--- src/hotswap_pkg.sv ---
// Shared constants and carrier types for the hot-swap fault supervisor
package hotswap_pkg;

  // Register command codes
  localparam logic [7:0] OFS_OPERATION = 8'h03;
  localparam logic [7:0] OFS_CLEAR_FAULTS = 8'h04;
  localparam logic [7:0] OFS_STATUS_SUMMARY = 8'h79;
  localparam logic [7:0] OFS_INPUT_FAULT = 8'h7C;
  localparam logic [7:0] OFS_VENDOR_FAULT = 8'h80;
  localparam logic [7:0] OFS_ALERT_MASK = 8'hD8;
  localparam logic [7:0] OFS_PROT_SETUP = 8'hD9;
  localparam logic [7:0] OFS_DIAG_FLAGS = 8'hE1;

  // Reset values
  localparam logic [7:0] RST_OPERATION = 8'h80;
  localparam logic [15:0] RST_ALERT_MASK = 16'h0000;
  localparam logic [7:0] RST_PROT_SETUP = 8'h00;

  // Operation register
  localparam int OP_ON_BIT = 7;

  // Summary word
  localparam int SUM_INPUT_BIT = 13;
  localparam int SUM_OTHER_BIT = 8;

  // Input fault status
  localparam int INP_OV_BIT = 7;
  localparam int INP_UV_BIT = 4;
  localparam int INP_OC_BIT = 1;

  // Vendor fault status
  localparam int VND_CB_BIT = 0;

  // Diagnostic_flags_word; alert mask uses the same positions
  localparam int DIAG_OC_BIT = 7;
  localparam int DIAG_CB_BIT = 6;
  localparam int DIAG_LATCHED_BIT = 4;
  localparam int DIAG_UV_BIT = 3;
  localparam int DIAG_OV_BIT = 2;

  // Protection setup fields
  localparam int SET_CL_OVR_BIT = 0;
  localparam int SET_CL_VAL_BIT = 1;
  localparam int SET_CB_OVR_BIT = 2;
  localparam int SET_CB_VAL_BIT = 3;
  localparam int SET_RETRY_LSB = 4;
  localparam int SET_RETRY_W = 3;

  // Retry selection codes; zero defers to the pin
  localparam logic [2:0] RETRY_PIN = 3'h0;
  localparam logic [2:0] RETRY_0 = 3'h1;
  localparam logic [2:0] RETRY_1 = 3'h2;
  localparam logic [2:0] RETRY_2 = 3'h3;
  localparam logic [2:0] RETRY_4 = 3'h4;
  localparam logic [2:0] RETRY_8 = 3'h5;
  localparam logic [2:0] RETRY_16 = 3'h6;
  localparam logic [2:0] RETRY_INF = 3'h7;

  // Restart ramp count: falling ramps ending at 1 V before the final one
  localparam logic [2:0] RESTART_CYCLES = 3'h7;

  typedef struct packed {
    logic sense_over_25mv;
    logic sense_over_46mv;
    logic [3:0] breaker_hit;
    logic power_limit_hit;
    logic timer_above_1v7;
    logic timer_above_1v0;
    logic timer_above_0v3;
    logic uv_above;
    logic ov_above;
    logic limit_select_pin;
    logic breaker_select_pin;
    logic retry_select_n;
    logic insertion_done;
  } cmp_t;

  typedef struct packed {
    logic gate_source_22ua;
    logic gate_regulate;
    logic gate_pulldown_2ma;
    logic gate_pulldown_190ma;
    logic timer_source_90ua;
    logic timer_sink_1m9a;
    logic timer_sink_2u8a;
    logic uv_hyst_23ua;
    logic ov_hyst_23ua;
  } drive_t;

  typedef enum logic [2:0] {
    ST_IDLE,
    ST_RUN,
    ST_TIMING,
    ST_RETRY_DOWN,
    ST_RETRY_UP,
    ST_LATCHED
  } state_t;

endpackage

--- src/hotswap_fault_supervisor.sv ---
// Hot-swap fault supervisor: limit, breaker, fault timer, retry, lockout, flags
`timescale 1ns/1ps

module hotswap_fault_supervisor (
  input wire logic clk,
  input wire logic rst,
  input wire hotswap_pkg::cmp_t cmp_async,
  input wire logic [7:0] reg_addr,
  input wire logic reg_wr,
  input wire logic reg_rd,
  input wire logic [15:0] reg_wdata,
  output logic [15:0] reg_rdata,
  output hotswap_pkg::drive_t drive,
  output logic alert_output_n
);

  hotswap_pkg::cmp_t cmp;
  hotswap_pkg::state_t state_q;
  hotswap_pkg::state_t state_d;
  hotswap_pkg::drive_t drive_d;

  logic [7:0] operation_q;
  logic [15:0] alert_mask_q;
  logic [7:0] prot_setup_q;
  logic oc_flag_q;
  logic cb_flag_q;
  logic uv_flag_q;
  logic ov_flag_q;
  logic brk_prev_q;
  logic [2:0] cycle_q;
  logic [4:0] attempts_q;
  logic [15:0] rdata_d;
  logic [15:0] diag_word;
  logic [7:0] input_word;
  logic [15:0] summary_word;
  logic [7:0] vendor_word;

  logic cl_high_sel;
  logic cb_high_sel;
  logic current_limiting;
  logic breaker_active;
  logic limiting;
  logic lockout;
  logic output_on;
  logic clear_faults;
  logic timeout;
  logic brk_event;
  logic [2:0] retry_code;
  logic retry_inf;
  logic [4:0] retry_max;
  logic retries_left;

  // Comparators and straps leave the analog domain here
  // synchronise comparator inputs
  sync_bank #(
    .W($bits(hotswap_pkg::cmp_t))
  ) u_sync (
    .clk(clk),
    .rst(rst),
    .async_in(cmp_async),
    .sync_out(cmp)
  );

  // Write decode used by several register processes
  function automatic logic wr_hit(input logic [7:0] addr, input logic [7:0] ofs, input logic wr);
    wr_hit = wr && (addr == ofs);
  endfunction

  // Retry code to maximum attempts; bit 5 means unlimited
  function automatic logic [5:0] retry_decode(input logic [2:0] code);
    unique case (code)
      hotswap_pkg::RETRY_0: retry_decode = 6'h00;
      hotswap_pkg::RETRY_1: retry_decode = 6'h01;
      hotswap_pkg::RETRY_2: retry_decode = 6'h02;
      hotswap_pkg::RETRY_4: retry_decode = 6'h04;
      hotswap_pkg::RETRY_8: retry_decode = 6'h08;
      hotswap_pkg::RETRY_16: retry_decode = 6'h10;
      hotswap_pkg::RETRY_INF: retry_decode = 6'h20;
      default: retry_decode = 6'h00;
    endcase
  endfunction

  assign cl_high_sel = prot_setup_q[hotswap_pkg::SET_CL_OVR_BIT] ?
                       prot_setup_q[hotswap_pkg::SET_CL_VAL_BIT] : cmp.limit_select_pin;
  assign cb_high_sel = prot_setup_q[hotswap_pkg::SET_CB_OVR_BIT] ?
                       prot_setup_q[hotswap_pkg::SET_CB_VAL_BIT] : cmp.breaker_select_pin;
  assign current_limiting = cl_high_sel ? cmp.sense_over_46mv : cmp.sense_over_25mv;
  // breaker comparator per limit and ratio
  assign breaker_active = cmp.breaker_hit[{cl_high_sel, cb_high_sel}];
  assign limiting = current_limiting || cmp.power_limit_hit || breaker_active;

  // lockout while under or over voltage
  assign lockout = !cmp.uv_above || cmp.ov_above;
  assign output_on = operation_q[hotswap_pkg::OP_ON_BIT] && cmp.insertion_done;
  assign clear_faults = wr_hit(reg_addr, hotswap_pkg::OFS_CLEAR_FAULTS, reg_wr);
  assign brk_event = breaker_active && !brk_prev_q;
  assign timeout = (state_q == hotswap_pkg::ST_TIMING) && cmp.timer_above_1v7;

  // retry count from pin or setup
  assign retry_code = prot_setup_q[hotswap_pkg::SET_RETRY_LSB +: hotswap_pkg::SET_RETRY_W];
  always_comb begin
    logic [5:0] dec;
    dec = 6'h00;
    if (retry_code == hotswap_pkg::RETRY_PIN) begin
      dec = cmp.retry_select_n ? 6'h00 : 6'h20;
    end else begin
      dec = retry_decode(retry_code);
    end
    retry_inf = dec[5];
    retry_max = dec[4:0];
  end
  assign retries_left = retry_inf || (attempts_q < retry_max);

  // Fault sequencing
  always_comb begin
    state_d = state_q;
    unique case (state_q)
      hotswap_pkg::ST_IDLE: begin
        if (!lockout && output_on) begin
          state_d = hotswap_pkg::ST_RUN;
        end
      end
      hotswap_pkg::ST_RUN: begin
        if (limiting) begin
          state_d = hotswap_pkg::ST_TIMING;
        end
      end
      hotswap_pkg::ST_TIMING: begin
        if (cmp.timer_above_1v7) begin
          state_d = retries_left ? hotswap_pkg::ST_RETRY_DOWN : hotswap_pkg::ST_LATCHED;
        end else if (!limiting) begin
          state_d = hotswap_pkg::ST_RUN;
        end
      end
      hotswap_pkg::ST_RETRY_DOWN: begin
        // eighth ramp ends at 0.3 V
        if (cycle_q == hotswap_pkg::RESTART_CYCLES) begin
          if (!cmp.timer_above_0v3) begin
            state_d = hotswap_pkg::ST_RUN;
          end
        end else if (!cmp.timer_above_1v0) begin
          state_d = hotswap_pkg::ST_RETRY_UP;
        end
      end
      hotswap_pkg::ST_RETRY_UP: begin
        if (cmp.timer_above_1v7) begin
          state_d = hotswap_pkg::ST_RETRY_DOWN;
        end
      end
      hotswap_pkg::ST_LATCHED: begin
        // restart only with timer below 0.3 V
        if (!cmp.uv_above && !cmp.timer_above_0v3) begin
          state_d = hotswap_pkg::ST_IDLE;
        end
      end
    endcase
    if (state_q != hotswap_pkg::ST_LATCHED && (lockout || !output_on)) begin
      state_d = hotswap_pkg::ST_IDLE;
    end
  end

  always_ff @(posedge clk) begin
    if (rst) begin
      state_q <= hotswap_pkg::ST_IDLE;
    end else begin
      state_q <= state_d;
    end
  end

  // Restart ramp counter
  always_ff @(posedge clk) begin
    if (rst) begin
      cycle_q <= 3'h0;
    end else if (state_q == hotswap_pkg::ST_TIMING) begin
      cycle_q <= 3'h0;
    end else if (state_q == hotswap_pkg::ST_RETRY_DOWN && state_d == hotswap_pkg::ST_RETRY_UP) begin
      cycle_q <= cycle_q + 3'h1;
    end
  end

  // Attempts since the last clean run; saturates
  // fault after restart repeats timeout
  always_ff @(posedge clk) begin
    if (rst) begin
      attempts_q <= 5'h00;
    end else if (state_q == hotswap_pkg::ST_IDLE ||
                 (state_q == hotswap_pkg::ST_TIMING && state_d == hotswap_pkg::ST_RUN)) begin
      attempts_q <= 5'h00;
    end else if (timeout && retries_left && attempts_q != 5'h1F) begin
      attempts_q <= attempts_q + 5'h01;
    end
  end

  // Analog drive selection
  always_comb begin
    drive_d = '0;
    unique case (state_d)
      hotswap_pkg::ST_IDLE: begin
        drive_d.gate_pulldown_2ma = 1'b1;
        drive_d.timer_sink_1m9a = 1'b1;
      end
      hotswap_pkg::ST_RUN: begin
        // gate on with 22 uA source
        drive_d.gate_source_22ua = 1'b1;
        drive_d.timer_sink_1m9a = 1'b1;
      end
      hotswap_pkg::ST_TIMING: begin
        drive_d.timer_source_90ua = 1'b1;
        drive_d.gate_regulate = 1'b1;
      end
      hotswap_pkg::ST_RETRY_DOWN: begin
        // gate held off at 2 mA
        drive_d.gate_pulldown_2ma = 1'b1;
        drive_d.timer_sink_2u8a = 1'b1;
      end
      hotswap_pkg::ST_RETRY_UP: begin
        drive_d.gate_pulldown_2ma = 1'b1;
        drive_d.timer_source_90ua = 1'b1;
      end
      hotswap_pkg::ST_LATCHED: begin
        drive_d.gate_pulldown_2ma = 1'b1;
        drive_d.timer_sink_2u8a = 1'b1;
      end
    endcase
    if (breaker_active) begin
      drive_d.gate_pulldown_190ma = 1'b1;
      drive_d.gate_source_22ua = 1'b0;
      drive_d.gate_regulate = 1'b0;
    end
    drive_d.uv_hyst_23ua = !cmp.uv_above;
    drive_d.ov_hyst_23ua = cmp.ov_above;
  end

  always_ff @(posedge clk) begin
    if (rst) begin
      drive <= '0;
    end else begin
      drive <= drive_d;
    end
  end

  // Software writable registers
  always_ff @(posedge clk) begin
    if (rst) begin
      operation_q <= hotswap_pkg::RST_OPERATION;
      alert_mask_q <= hotswap_pkg::RST_ALERT_MASK;
      prot_setup_q <= hotswap_pkg::RST_PROT_SETUP;
    end else begin
      if (wr_hit(reg_addr, hotswap_pkg::OFS_OPERATION, reg_wr)) begin
        operation_q <= reg_wdata[7:0];
      end
      if (wr_hit(reg_addr, hotswap_pkg::OFS_ALERT_MASK, reg_wr)) begin
        alert_mask_q <= reg_wdata;
      end
      if (wr_hit(reg_addr, hotswap_pkg::OFS_PROT_SETUP, reg_wr)) begin
        prot_setup_q <= reg_wdata[7:0];
      end
    end
  end

  // Sticky fault flags; a set in the clearing cycle survives
  // hold until cleared
  always_ff @(posedge clk) begin
    if (rst) begin
      oc_flag_q <= 1'b0;
      cb_flag_q <= 1'b0;
      uv_flag_q <= 1'b0;
      ov_flag_q <= 1'b0;
      brk_prev_q <= 1'b0;
    end else begin
      brk_prev_q <= breaker_active;
      oc_flag_q <= timeout || (oc_flag_q && !clear_faults);
      cb_flag_q <= brk_event || (cb_flag_q && !clear_faults);
      uv_flag_q <= !cmp.uv_above || (uv_flag_q && !clear_faults);
      ov_flag_q <= cmp.ov_above || (ov_flag_q && !clear_faults);
    end
  end

  // Status views
  always_comb begin
    input_word = 8'h00;
    input_word[hotswap_pkg::INP_OC_BIT] = oc_flag_q;
    input_word[hotswap_pkg::INP_UV_BIT] = uv_flag_q;
    input_word[hotswap_pkg::INP_OV_BIT] = ov_flag_q;
    vendor_word = 8'h00;
    vendor_word[hotswap_pkg::VND_CB_BIT] = cb_flag_q;
    summary_word = 16'h0000;
    summary_word[hotswap_pkg::SUM_INPUT_BIT] = |input_word;
    summary_word[hotswap_pkg::SUM_OTHER_BIT] = |vendor_word;
    diag_word = 16'h0000;
    diag_word[hotswap_pkg::DIAG_OC_BIT] = oc_flag_q;
    diag_word[hotswap_pkg::DIAG_CB_BIT] = cb_flag_q;
    diag_word[hotswap_pkg::DIAG_LATCHED_BIT] = (state_q == hotswap_pkg::ST_LATCHED);
    diag_word[hotswap_pkg::DIAG_UV_BIT] = uv_flag_q;
    diag_word[hotswap_pkg::DIAG_OV_BIT] = ov_flag_q;
  end

  // Read port; unmapped codes read zero
  always_comb begin
    rdata_d = 16'h0000;
    unique case (reg_addr)
      hotswap_pkg::OFS_OPERATION: rdata_d = {8'h00, operation_q};
      hotswap_pkg::OFS_STATUS_SUMMARY: rdata_d = summary_word;
      hotswap_pkg::OFS_INPUT_FAULT: rdata_d = {8'h00, input_word};
      hotswap_pkg::OFS_VENDOR_FAULT: rdata_d = {8'h00, vendor_word};
      hotswap_pkg::OFS_ALERT_MASK: rdata_d = alert_mask_q;
      hotswap_pkg::OFS_PROT_SETUP: rdata_d = {8'h00, prot_setup_q};
      hotswap_pkg::OFS_DIAG_FLAGS: rdata_d = diag_word;
      default: rdata_d = 16'h0000;
    endcase
  end

  always_ff @(posedge clk) begin
    if (rst) begin
      reg_rdata <= 16'h0000;
    end else if (reg_rd) begin
      reg_rdata <= rdata_d;
    end
  end

  // Alert pin, latched-off state excluded since it is not a cleared fault
  // unmasked sources pull alert low
  always_ff @(posedge clk) begin
    if (rst) begin
      alert_output_n <= 1'b1;
    end else begin
      alert_output_n <= !(|(diag_word & ~alert_mask_q &
                          ~(16'h0001 << hotswap_pkg::DIAG_LATCHED_BIT)));
    end
  end

endmodule

--- src/sync_bank.sv ---
// Two-flop synchroniser for a bank of asynchronous inputs
`timescale 1ns/1ps
module sync_bank #(
  parameter int W = 1
) (
  input wire logic clk,
  input wire logic rst,
  input wire logic [W-1:0] async_in,
  output logic [W-1:0] sync_out
);

  logic [W-1:0] meta_q;

  always_ff @(posedge clk) begin
    if (rst) begin
      meta_q <= '0;
      sync_out <= '0;
    end else begin
      meta_q <= async_in;
      sync_out <= meta_q;
    end
  end

endmodule
--- config.mk ---
export PLATFORM = sky130hd
export DESIGN_NAME = hotswap_fault_supervisor
export DESIGN_NICKNAME = d
export VERILOG_FILES = /design/src/hotswap_pkg.sv /design/src/hotswap_fault_supervisor.sv /design/src/sync_bank.sv
export SDC_FILE = /design/constraint.sdc
export NUM_CORES = 1
export LEC_CHECK = 0
export CAP_MARGIN = 15
export CORE_MARGIN = 2
export CORE_UTILIZATION = 30
export CTS_CLUSTER_DIAMETER = 120
export DETAILED_ROUTE_END_ITERATION = 6
export DONT_BUFFER_PORTS = 1
export GPL_TIMING_DRIVEN = 0
export SLEW_MARGIN = 30
export SYNTH_ARGS = -nofsm -noshare
export SYNTH_HDL_FRONTEND = slang
export SYNTH_SLANG_ARGS = --single-unit
--- constraint.sdc ---
create_clock -name clk -period 3.8 [get_ports clk]
set_input_delay 0.38 -clock clk [delete_from_list [all_inputs] [get_ports clk]]
set_output_delay 0.38 -clock clk [all_outputs]
set_load 0.1 [all_outputs]
==> results of run 1 <==
-- kinds of logic after synthesis --
family / after synthesis / share of synthesized area
AO/OA/AOI/OAI: 93 / 0.140
XOR/XNOR: 4 / 0.00796
adder cells (fa/ha/maj): 8 / 0.0227
buffers and inverters: 38 / 0.0392
flip-flops: 105 / 0.477
multiplexers: 25 / 0.0582
AND/OR/NAND/NOR: 206 / 0.255
-- registers in the layout (all words and copies together), names as in the netlist --
name and count:
cycle_q 3, u_sync.sync_out 16, cb_flag_q 1, operation_q 8, drive 9, ov_flag_q 1
alert_mask_q 16, prot_setup_q 8, attempts_q 5, alert_output_n 1, state_q 3, reg_rdata 16
oc_flag_q 1, u_sync.meta_q 16, uv_flag_q 1
-- cell usage in the layout, fill, tap and decap left out, types with 3 or more instances in the layout --
cell type	count
a211oi_1	10
a21oi_1	40
a221oi_1	3
a222oi_1	4
a22oi_1	3
a311oi_1	3
and3_1	4
buf_1	3
buf_2	6
clkbuf_1	16
clkbuf_16	9
dfxtp_1	104
ha_1	8
inv_1	10
mux2_2	5
mux2i_1	20
nand2_1	52
nand2b_1	9
nand3_1	17
nand3b_1	4
nor2_1	36
nor2b_1	42
nor3_1	10
nor3b_1	4
nor4_1	7
o21ai_0	7
o22ai_1	4
xnor2_1	3
-- worst reg2reg max path, stage by stage (launching register included) --
cell,delay (ns)
dfxtp_1,0.30
clkbuf_1,0.18
or3b_2,0.50
ha_1,0.31
a21oi_1,0.06
o21ai_0,0.35
nor3_1,0.14
or3_4,0.38
nor3b_2,0.41
nor4_1,0.11
-- final cells by class --
class                      instances  share of cell area
multi-input combinational        336               0.429
sequential                       105               0.424
tap                              184              0.0464
clock buffer                      10              0.0461
buffer                            28              0.0272
clock inverter                     6              0.0202
inverter                          10             0.00756
-- layer usage --
layer	vias to the layer above	routed length, um	global-route usage
li1	1712	-	-
met1	1684	5420	0.202
met2	110	5020	0.222
met3	13	612	0.0312
met4	0	178	0.0471
met5	-	0	0
-- report_power, final --
group	total, mW	internal (mW)	switching [mW]
Combinational	0.0814	0.0307	0.0507
Sequential	1.20	1.13	0.0765
Clock	1.02	0.590	0.431
-- path summary, 6_finish.rpt --
| kind | slack (ns) | endpoint | cells after the start | start |
|---|---|---|---|---|
| max | 0.93 | attempts_q[2] | 9 | prot_setup_q[4] |
| max reg2reg | 0.93 | attempts_q[2] | 9 | prot_setup_q[4] |
| min | 0.16 | u_sync.meta_q[6] | 1 | cmp_async[6] |
| min reg2reg | 0.44 | u_sync.sync_out[11] | 1 | u_sync.meta_q[11] |
-- metrics by stage --
step,hold slack [ns],cells,power [mW]
floorplan,0.414,479,1.28
global placement,0.419,663,1.31
global route,0.145,679,2.38
CTS,0.146,679,2.32
detailed placement,0.424,663,1.31
finish,0.156,679,2.31
==> results.md, run 1 <==
* # rows at 44
* Yosys top cell by area: dfxtp_1
* First-pass iteration count of the detailed router at 5
* Die ar. at 0.0157 mm^2
* Worst hold path class: in -> reg
* Post-DP HPWL at 8410 um
* Vias per Instance at roughly 5.2
* Final nets at 542
* GPL Wtd Cong at 0.852
* Placed Instance Area at about 0.0046 mm^2
* Post-Route Utilization at 0.344
* Fin area at 0.00496 mm^2
* Routed via count at ~3500
* Pre-CTS worst setup slack at between 0.9 and 1 ns
* Multi-input logic area at around 0.0021 mm^2
* Post-CTS Resized at 0
* Area delta synth->final at 12.7%
* CTS Buffer Depth at 2
* Vias in the first global route at about 3300
* Net Count, Synth at 531
* Arrival @ worst endpoint at 3.08 ns
* Total CTS buffers at 9
* Min cycle time layout at 2.87 ns
* CP cell instances: clkbuf_1, or3b_2, ha_1, a21oi_1, o21ai_0, nor3_1, or3_4, nor3b_2, nor4_1
* Clk root buf: clkbuf_16
* H-tree lvl count at 3
* Register area share after synthesis at 0.477
* Initial DRC Count at 320
* Most common cell in the netlist: dfxtp_1
* Leak at 1.74 nW
* Share of post-route cells with drive strength above 1 at 0.0889
* Final Cycle Share at 0.756
* Die span in x at about 130 um
* Fin. Hold Viols at 0
* Delay-heaviest family, CP: simple AND/OR/NAND/NOR gates
* Synth Instances at 479
* Post-synthesis area per instance at 9.19 um^2
* First-pass GRT wire length at 18000 um
* Crit Path Category: reg -> reg
* Endpoints failing setup at 0
* Cell Pwr Density at between 400 and 500 mW/mm^2
* Clock Latency Late Sink at 0.35 ns
* Max VDD drop at 0.300 mV
* Setup Buffers After CTS at 0
* IO Pins at 70
* Hold_buf cts at 0
* Asr flop ratio synth at 0
* Max Clock Skew at ~0.0058 ns
* WP data required at 4.01 ns
* Top cells by count, synth: 105 x dfxtp_1, 52 x nand2_1, 42 x nor2b_1, 40 x a21oi_1, 36 x nor2_1
* Clock slew at reported path FFs at 0.07 ns
* Yosys cell types at between 60 and 70
* Fill cell count at 1520
* Synth Warn # at 0
* Initial Util at 0.305
* # DRC at 0
* Clk sinks at 105
* Setup_tns at 0 ns
* Pins over their slew limit at 0
* Yosys top cell area share at 0.477
* RSZ-0062 raised after global routing: false
* Maximum operating frequency at 0.348 GHz
* CTS tree: yes
* Seq. cell area at approximately 0.0021 mm^2
* Worst path buffer plus inverter count at 1
* # diodes at 0
* Initial antenna violation count at 0
* Largest net degree at the start of global routing at 19
* Max cap viols at 0
* Slew @ Worst Pin at 1.03 ns
* Die H at 125 um
* DRT antenna net count at 0
* Setup ws final at 0.928 ns
* Worst stage delay on the critical path at 0.50 ns
* DR WL/cell at 16.5 um
* Synth Cell Area at about 0.0044 mm^2
* Run status: completed
* Crit path launch type: flip-flop
* EDFF count, synth at 0
* Most used DFF post-synth: dfxtp_1
* Grt ovf at 0
* Main area contributors after synthesis: dfxtp_1 48%, nor2b_1 6.0%, a21oi_1 4.5%, mux2i_1 4.5%, nand2_1 4.4%
* Routed wire length at 11200 um
* CORE AREA at 0.0144 mm^2
* Critical path endpoint category: flip-flop
* Port bufs at 0
* Crit-path slowest cell: or3b_2
* GRT Total Usage at 0.144
* Max_slew headroom at 0.313
* Synthesis-stage register bit count at 105
* CP Max Fanout at 9
Power figures use the tool's default switching activity.
==> run 2, diff against run 1 <==
==> constraint.sdc (replaced) <==
create_clock -name clk -period 2.8 [get_ports clk]
set_input_delay 0.28 -clock clk [delete_from_list [all_inputs] [get_ports clk]]
set_output_delay 0.28 -clock clk [all_outputs]
set_load 0.1 [all_outputs]
==> run 2 against run 1 <==
Net effect: global-route usage is essentially flat; worst setup slack worse by 0.78 ns; non-clock buffer count did not move; die area unchanged; via count hardly changed; sequential share of layout area shrank 0.13 points; combinational power grew 35%; worst hold slack got worse by 0.10 ns; cell area is 0.30% higher; largest cell class unchanged; clock power up 36%; fmax increased by 8.2%; sequential power increased by 36%.
==> results.md, run 2 (synthesis results as in run 1) <==
* Switching share of power at 0.243 (+0.000857)
* GRT Total Usage at 0.144 (about the same)
* Post-Route Utilization at 0.345 (+0.00104)
* Share of power burned in registers at 0.521 (about the same)
* Max cap viols at 0 (unchanged)
* Port bufs at 0 (unchanged)
* Cell Pwr Density at 629 mW/mm^2 (+35%)
* Die ar. at 0.0157 mm^2 (unchanged)
* Vias per Instance at 5.18 (about the same)
* Initial DRC Count at 306 (-4.4%)
* Crit path launch type: flip-flop
* Worst stage delay on the critical path at 0.50 ns (about the same)
* Switching pwr at 0.761 mW (+36%)
* # DRC at 0 (unchanged)
* Final Cycle Share at 0.948 (+0.192)
* Share of post-route cells with drive strength above 1 at 0.0929 (+0.00404)
* Grt ovf at 0 (unchanged)
* Final nets at 542 (unchanged)
* Clock Latency Late Sink at 0.35 ns (about the same)
* Crit-path slowest cell: or3b_2
* Maximum operating frequency at 0.377 GHz (+8.2%)
* H-tree lvl count at 3 (unchanged)
* Clk root buf: clkbuf_16
* Routed via count at 3518 (-0.028%)
* Clock power share at 0.444 (about the same)
* Setup Buffers After CTS at 0 (unchanged)
* Commonest non-fill, non-tap cell in the layout: dfxtp_1
* Crit Path Category: reg -> reg
* Total CTS buffers at 9 (unchanged)
* # rows at 44 (unchanged)
* Die span in x at 125 um (unchanged)
* DRT antenna net count at 0 (unchanged)
* Critical path endpoint category: flip-flop
* CP cell instances: clkbuf_1, or3b_2, ha_1, a21oi_1, o21ai_1, nor3_1, or3_4, nor3b_4, nor4_1
* Setup ws final at 0.147 ns (-0.781 ns)
* Clock slew at reported path FFs at 0.07 ns (about the same)
* Die H at 125 um (unchanged)
* Area delta synth->final at 13.1%
* FF-to-FF path depth at 9 (unchanged)
* Origin of the critical flop-to-flop path: prot_setup_q[4]
* Post-DP HPWL at 8410 um (unchanged)
* Largest net degree at the start of global routing at 19 (unchanged)
* Seq. cell area at 0.00210 mm^2 (unchanged)
* Worst hold path class: in -> reg
* CTS Buffer Depth at 2 (unchanged)
* Fin. Hold Viols at 0 (unchanged)
* CP Max Fanout at 9 (unchanged)
* WP data required at 3.01 ns (-1.00 ns)
* Run status: completed
* Clk sinks at 105 (unchanged)
* Placed Instance Area at 0.00463 mm^2 (unchanged)
* # diodes at 0 (unchanged)
* Internal power at 2.37 mW (+36%)
* CTS tree: yes
* First-pass iteration count of the detailed router at 5 (unchanged)
* Pins over their slew limit at 0 (unchanged)
* Multi-input logic area at 0.00214 mm^2 (+0.71%)
* Vias in the first global route at 3286 (-0.030%)
* Min cycle time layout at 2.65 ns (-0.219 ns)
* CORE AREA at 0.0144 mm^2 (unchanged)
* Max Clock Skew at 0.00725 ns (+0.00144 ns)
* DR WL/cell at 16.5 um (about the same)
* Max VDD drop at 0.408 mV (+36%)
* Initial Util at 0.305 (unchanged)
* Leak at 1.74 nW (-0.44%)
* Min-delay src: cmp_async[6]
* Arrival @ worst endpoint at 2.86 ns (-0.22 ns)
* IO Pins at 70 (unchanged)
* Hold_buf cts at 0 (unchanged)
* Worst Setup SP: prot_setup_q[4]
* GPL Wtd Cong at 0.852 (unchanged)
* Slew @ Worst Pin at 1.03 ns (-0.0000624 ns)
* Fin area at 0.00498 mm^2 (+0.30%)
* Commonest non-fill, non-tap cells in the layout: 104 x dfxtp_1, 52 x nand2_1, 42 x nor2b_1
* Setup slack, reg-to-reg at 0.15 ns (-0.78 ns)
* Fill cell count at 1520 (unchanged)
* Hold EP: u_sync.meta_q[6]
* Initial antenna violation count at 0 (unchanged)
* First-pass GRT wire length at 18000 um (about the same)
* Pre-CTS worst setup slack at -0.0358 ns (-1.00 ns)
* Routed wire length at 11200 um (about the same)
* Power Total at 3.13 mW (+36%)
* RR Endpoint: attempts_q[2]
* Max_slew headroom at 0.313 (about the same)
* Setup_tns at 0 ns (unchanged)
* Hold Path Cell Cnt at 1 (unchanged)
* Combinational share of power at 0.035 (about the same)
* Endpoints failing setup at 0 (unchanged)
[run 2: cell counts in the layout (fill, tap and decap cells not counted)]
No cell type changed its count.
[run 2: worst max path at each step]
stage / end / slack [ns] / cells past startpoint
finish: attempts_q[2] / 0.15 / 9
global route: attempts_q[0] / -0.0008 / 9
CTS: attempts_q[2] / 0.03 / 9
detailed placement: attempts_q[3] / -0.04 / 9
global placement: attempts_q[3] / 0.02 / 9
floorplan: attempts_q[0] / 0.40 / 9
[run 2: cell type report]
class	count	share of cell area
plain buffers	28	0.0271
clock buffers	10	0.0460
well taps	184	0.0462
multi-input cells	336	0.431
flip-flops and latches	105	0.422
clock inverters	6	0.0201
inverters	10	0.00754
[run 2: metal layers]
| layer | global-route usage | vias up | share of wire |
|---|---|---|---|
| met5 | 0 | - | 0 |
| met4 | 0.0471 | 0 | 0.014 |
| met3 | 0.0312 | 11 | 0.063 |
| met2 | 0.222 | 97 | 0.45 |
| met1 | 0.202 | 1699 | 0.47 |
| li1 | - | 1711 | - |
[run 2: repair_timing]
action / CTS / global route
cloned: 0 / 0
setup endpoints to repair: 5 / 7
pin swaps: 0 / 1
gates resized for setup: 1 / 3
[run 2: critical path: cells and delay by family (launching register included)]
kind / cells / cell delay, ns
simple gates: 5 / 1.41
fa+ha+maj: 1 / 0.31
compound gates: 2 / 0.31
flops: 1 / 0.30
buf+inv: 1 / 0.18
[run 2: metrics by stage]
step           hold WS [ns]  instances
3_3_place_gp          0.409        663
5_1_grt              0.0450        679
2_1_floorplan         0.408        479
6_report             0.0548        679
3_5_place_dp          0.414        663
4_1_cts              0.0457        679
[run 2: power by group through the flow]
stage               combinational [mW]  clock [mW]  sequential, mW
finish                           0.110        1.39            1.63
global route                     0.124        1.47            1.64
floorplan                       0.0851           0            1.66
CTS                              0.112        1.41            1.63
global placement                 0.110           0            1.67
detailed placement               0.111           0            1.67
==> run 3, diff against run 2 <==
==> constraint.sdc (replaced) <==
create_clock -name clk -period 2.95 [get_ports clk]
set_input_delay 0.295 -clock clk [delete_from_list [all_inputs] [get_ports clk]]
set_output_delay 0.295 -clock clk [all_outputs]
set_load 0.1 [all_outputs]
==> run 3 against run 2 <==
Net effect: clock skew decreased by 0.0014 ns; combinational power down 5%; worst hold slack better by 0.016 ns; clock power is 5% lower; flip-flop and latch count unchanged; cell area decreased by 0.18%; count of clock-buffer cells in the layout is the same; largest power group unchanged.
==> results.md, run 3 (synthesis results as in run 1) <==
* Run status: completed
* First-pass GRT wire length at 18000 um (about the same)
* Initial Util at 0.305 (unchanged)
* Min cycle time layout at 2.74 ns (+0.0907 ns)
* GRT Total Usage at 0.144 (about the same)
* Port bufs at 0 (unchanged)
* RR Endpoint: attempts_q[2]
* Routed via count at 3515 (-0.085%)
* WL met1 at 5410 um (+2.7%)
* Leak at 1.74 nW (+0.31%)
* Clock Latency Late Sink at 0.35 ns (about the same)
* CP Max Fanout at 9 (unchanged)
* CTS tree: yes
* Clock slew at reported path FFs at 0.07 ns (about the same)
* Share of post-route cells with drive strength above 1 at 0.0889 (-0.00404)
* GPL Wtd Cong at 0.852 (unchanged)
* DR WL/cell at 16.6 um (+0.12%)
* Slew @ Worst Pin at 1.03 ns (-0.000399 ns)
* Cell Pwr Density at 598 mW/mm^2 (-5.0%)
* Final Cycle Share at 0.930 (-0.0174)
* DRT antenna net count at 0 (unchanged)
* Fill cell count at 1520 (unchanged)
* RSZ-0062 raised after global routing: false
* Hold Path Cell Cnt at 1 (unchanged)
* Met2 WL post-DR at 5030 um (-1.3%)
* Setup slack, reg-to-reg at 0.21 ns (+0.06 ns)
* Max cap viols at 0 (unchanged)
* Grt ovf at 0 (unchanged)
* Max_slew headroom at 0.313 (about the same)
* Largest net degree at the start of global routing at 19 (unchanged)
* Routed wire length at 11200 um (+0.12%)
* Critical path endpoint category: flip-flop
* Origin of the critical flop-to-flop path: prot_setup_q[4]
* Commonest non-fill, non-tap cells in the layout: 104 x dfxtp_1, 52 x nand2_1, 42 x nor2b_1
* Die H at 125 um (unchanged)
* Crit-path slowest cell: or3b_2
* CORE AREA at 0.0144 mm^2 (unchanged)
* Fin. Hold Viols at 0 (unchanged)
* Pins over their slew limit at 0 (unchanged)
* Worst hold path class: in -> reg
* Commonest non-fill, non-tap cell in the layout: dfxtp_1
* Worst stage delay on the critical path at 0.50 ns (about the same)
* Final nets at 542 (unchanged)
* Initial DRC Count at 279 (-8.8%)
* Top routing layer in use: met4
* Clk sinks at 105 (unchanged)
* Crit Path Category: reg -> reg
* IO Pins at 70 (unchanged)
* Max VDD drop at 0.388 mV (-4.9%)
* Met3 wire length at 636 um (-11%)
* # diodes at 0 (unchanged)
* Seq. cell area at 0.00210 mm^2 (unchanged)
* Clk root buf: clkbuf_16
* Hold EP: u_sync.meta_q[4]
* Endpoints failing setup at 0 (unchanged)
* CP cell instances: clkbuf_1, or3b_2, ha_1, nand4_1, a21oi_1, nor3_1, or3_4, nor3b_4, nor4_1
* FF-to-FF path depth at 9 (unchanged)
* Crit path launch type: flip-flop
* Min-delay src: cmp_async[4]
* Hold_buf cts at 0 (unchanged)
* # DRC at 0 (unchanged)
* Post-DP HPWL at 8410 um (unchanged)
* CTS Buffer Depth at 2 (unchanged)
* Area delta synth->final at 12.9%
* WP data required at 3.16 ns (+0.15 ns)
* Vias in the first global route at 3287 (+0.030%)
* Setup_tns at 0 ns (unchanged)
* Arrival @ worst endpoint at 2.95 ns (+0.09 ns)
* Vias per Instance at 5.18 (about the same)
* Total CTS buffers at 9 (unchanged)
* Max Clock Skew at 0.00585 ns (-0.00140 ns)
* Multi-input logic area at 0.00214 mm^2 (-0.41%)
* Initial antenna violation count at 0 (unchanged)
* Die span in x at 125 um (unchanged)
* Maximum operating frequency at 0.364 GHz (-3.3%)
* First-pass iteration count of the detailed router at 5 (unchanged)
* Power Total at 2.97 mW (-5.1%)
* # rows at 44 (unchanged)
* H-tree lvl count at 3 (unchanged)
* Die ar. at 0.0157 mm^2 (unchanged)
## run 3: cell types whose count changed in the layout (fill, tap and decap cells not counted)
cell	before	now
o31ai_1	1	2
a21oi_1	39	40
o31ai_2	1	0
a21oi_2	2	1
## run 3: area by class of cell
cell class / count / share of cell area
tap: 184 / 0.0463
multi-input combinational: 336 / 0.430
clock buffer: 10 / 0.0461
inverter: 10 / 0.00755
clock inverter: 6 / 0.0201
buffer: 28 / 0.0272
sequential: 105 / 0.423
## run 3: worst max path at each step
stage,to,start,slack [ns],cells after the start
2_1_floorplan,attempts_q[0],prot_setup_q[4],0.55,9
3_3_place_gp,attempts_q[3],prot_setup_q[4],0.17,9
3_5_place_dp,attempts_q[3],prot_setup_q[4],0.11,9
4_1_cts,attempts_q[2],prot_setup_q[4],0.10,9
5_1_grt,drive[6],prot_setup_q[4],0.04,9
6_report,attempts_q[2],prot_setup_q[4],0.21,9
## run 3: power breakdown
group	switching, mW	internal, mW	total (mW)	leakage, nW
clock	0.558	0.760	1.32	0.161
combinational	0.0651	0.0396	0.105	0.723
sequential	0.0987	1.45	1.55	0.857
## run 3: metrics by stage
step / hold slack (ns) / std cells / setup WS (ns) / utilization / instance area (um^2)
2_1_floorplan: 0.414 / 479 / 0.554 / - / 4400
3_3_place_gp: 0.419 / 663 / 0.167 / 0.321 / 4630
3_5_place_dp: 0.424 / 663 / 0.114 / 0.321 / 4630
4_1_cts: 0.0607 / 679 / 0.104 / 0.344 / 4960
5_1_grt: 0.0600 / 679 / 0.0357 / 0.345 / 4970
6_report: 0.0708 / 679 / 0.206 / 0.345 / 4970
## run 3: worst max-delay path: cells and delay by family, from the launching register on
family / cells / cell delay [ns]
AOI/OAI and AO/OA: 1 / 0.26
and+or+nand+nor: 6 / 1.54
adders and majority gates: 1 / 0.31
buffers and inverters: 1 / 0.18
DFF: 1 / 0.30
## run 3: what timing repair did
| item | CTS | global route |
|---|---|---|
| hold endpoints to repair | 0 | 0 |
| resized for setup | 0 | 2 |
| setup endpoints to repair | 0 | 6 |
| setup buffers | 0 | 0 |
## run 3: per-layer routing
metal  track usage  vias up
met5             0        -
li1              -     1710
met1         0.202     1700
met4        0.0471        0
met2         0.222       94
met3        0.0312       11
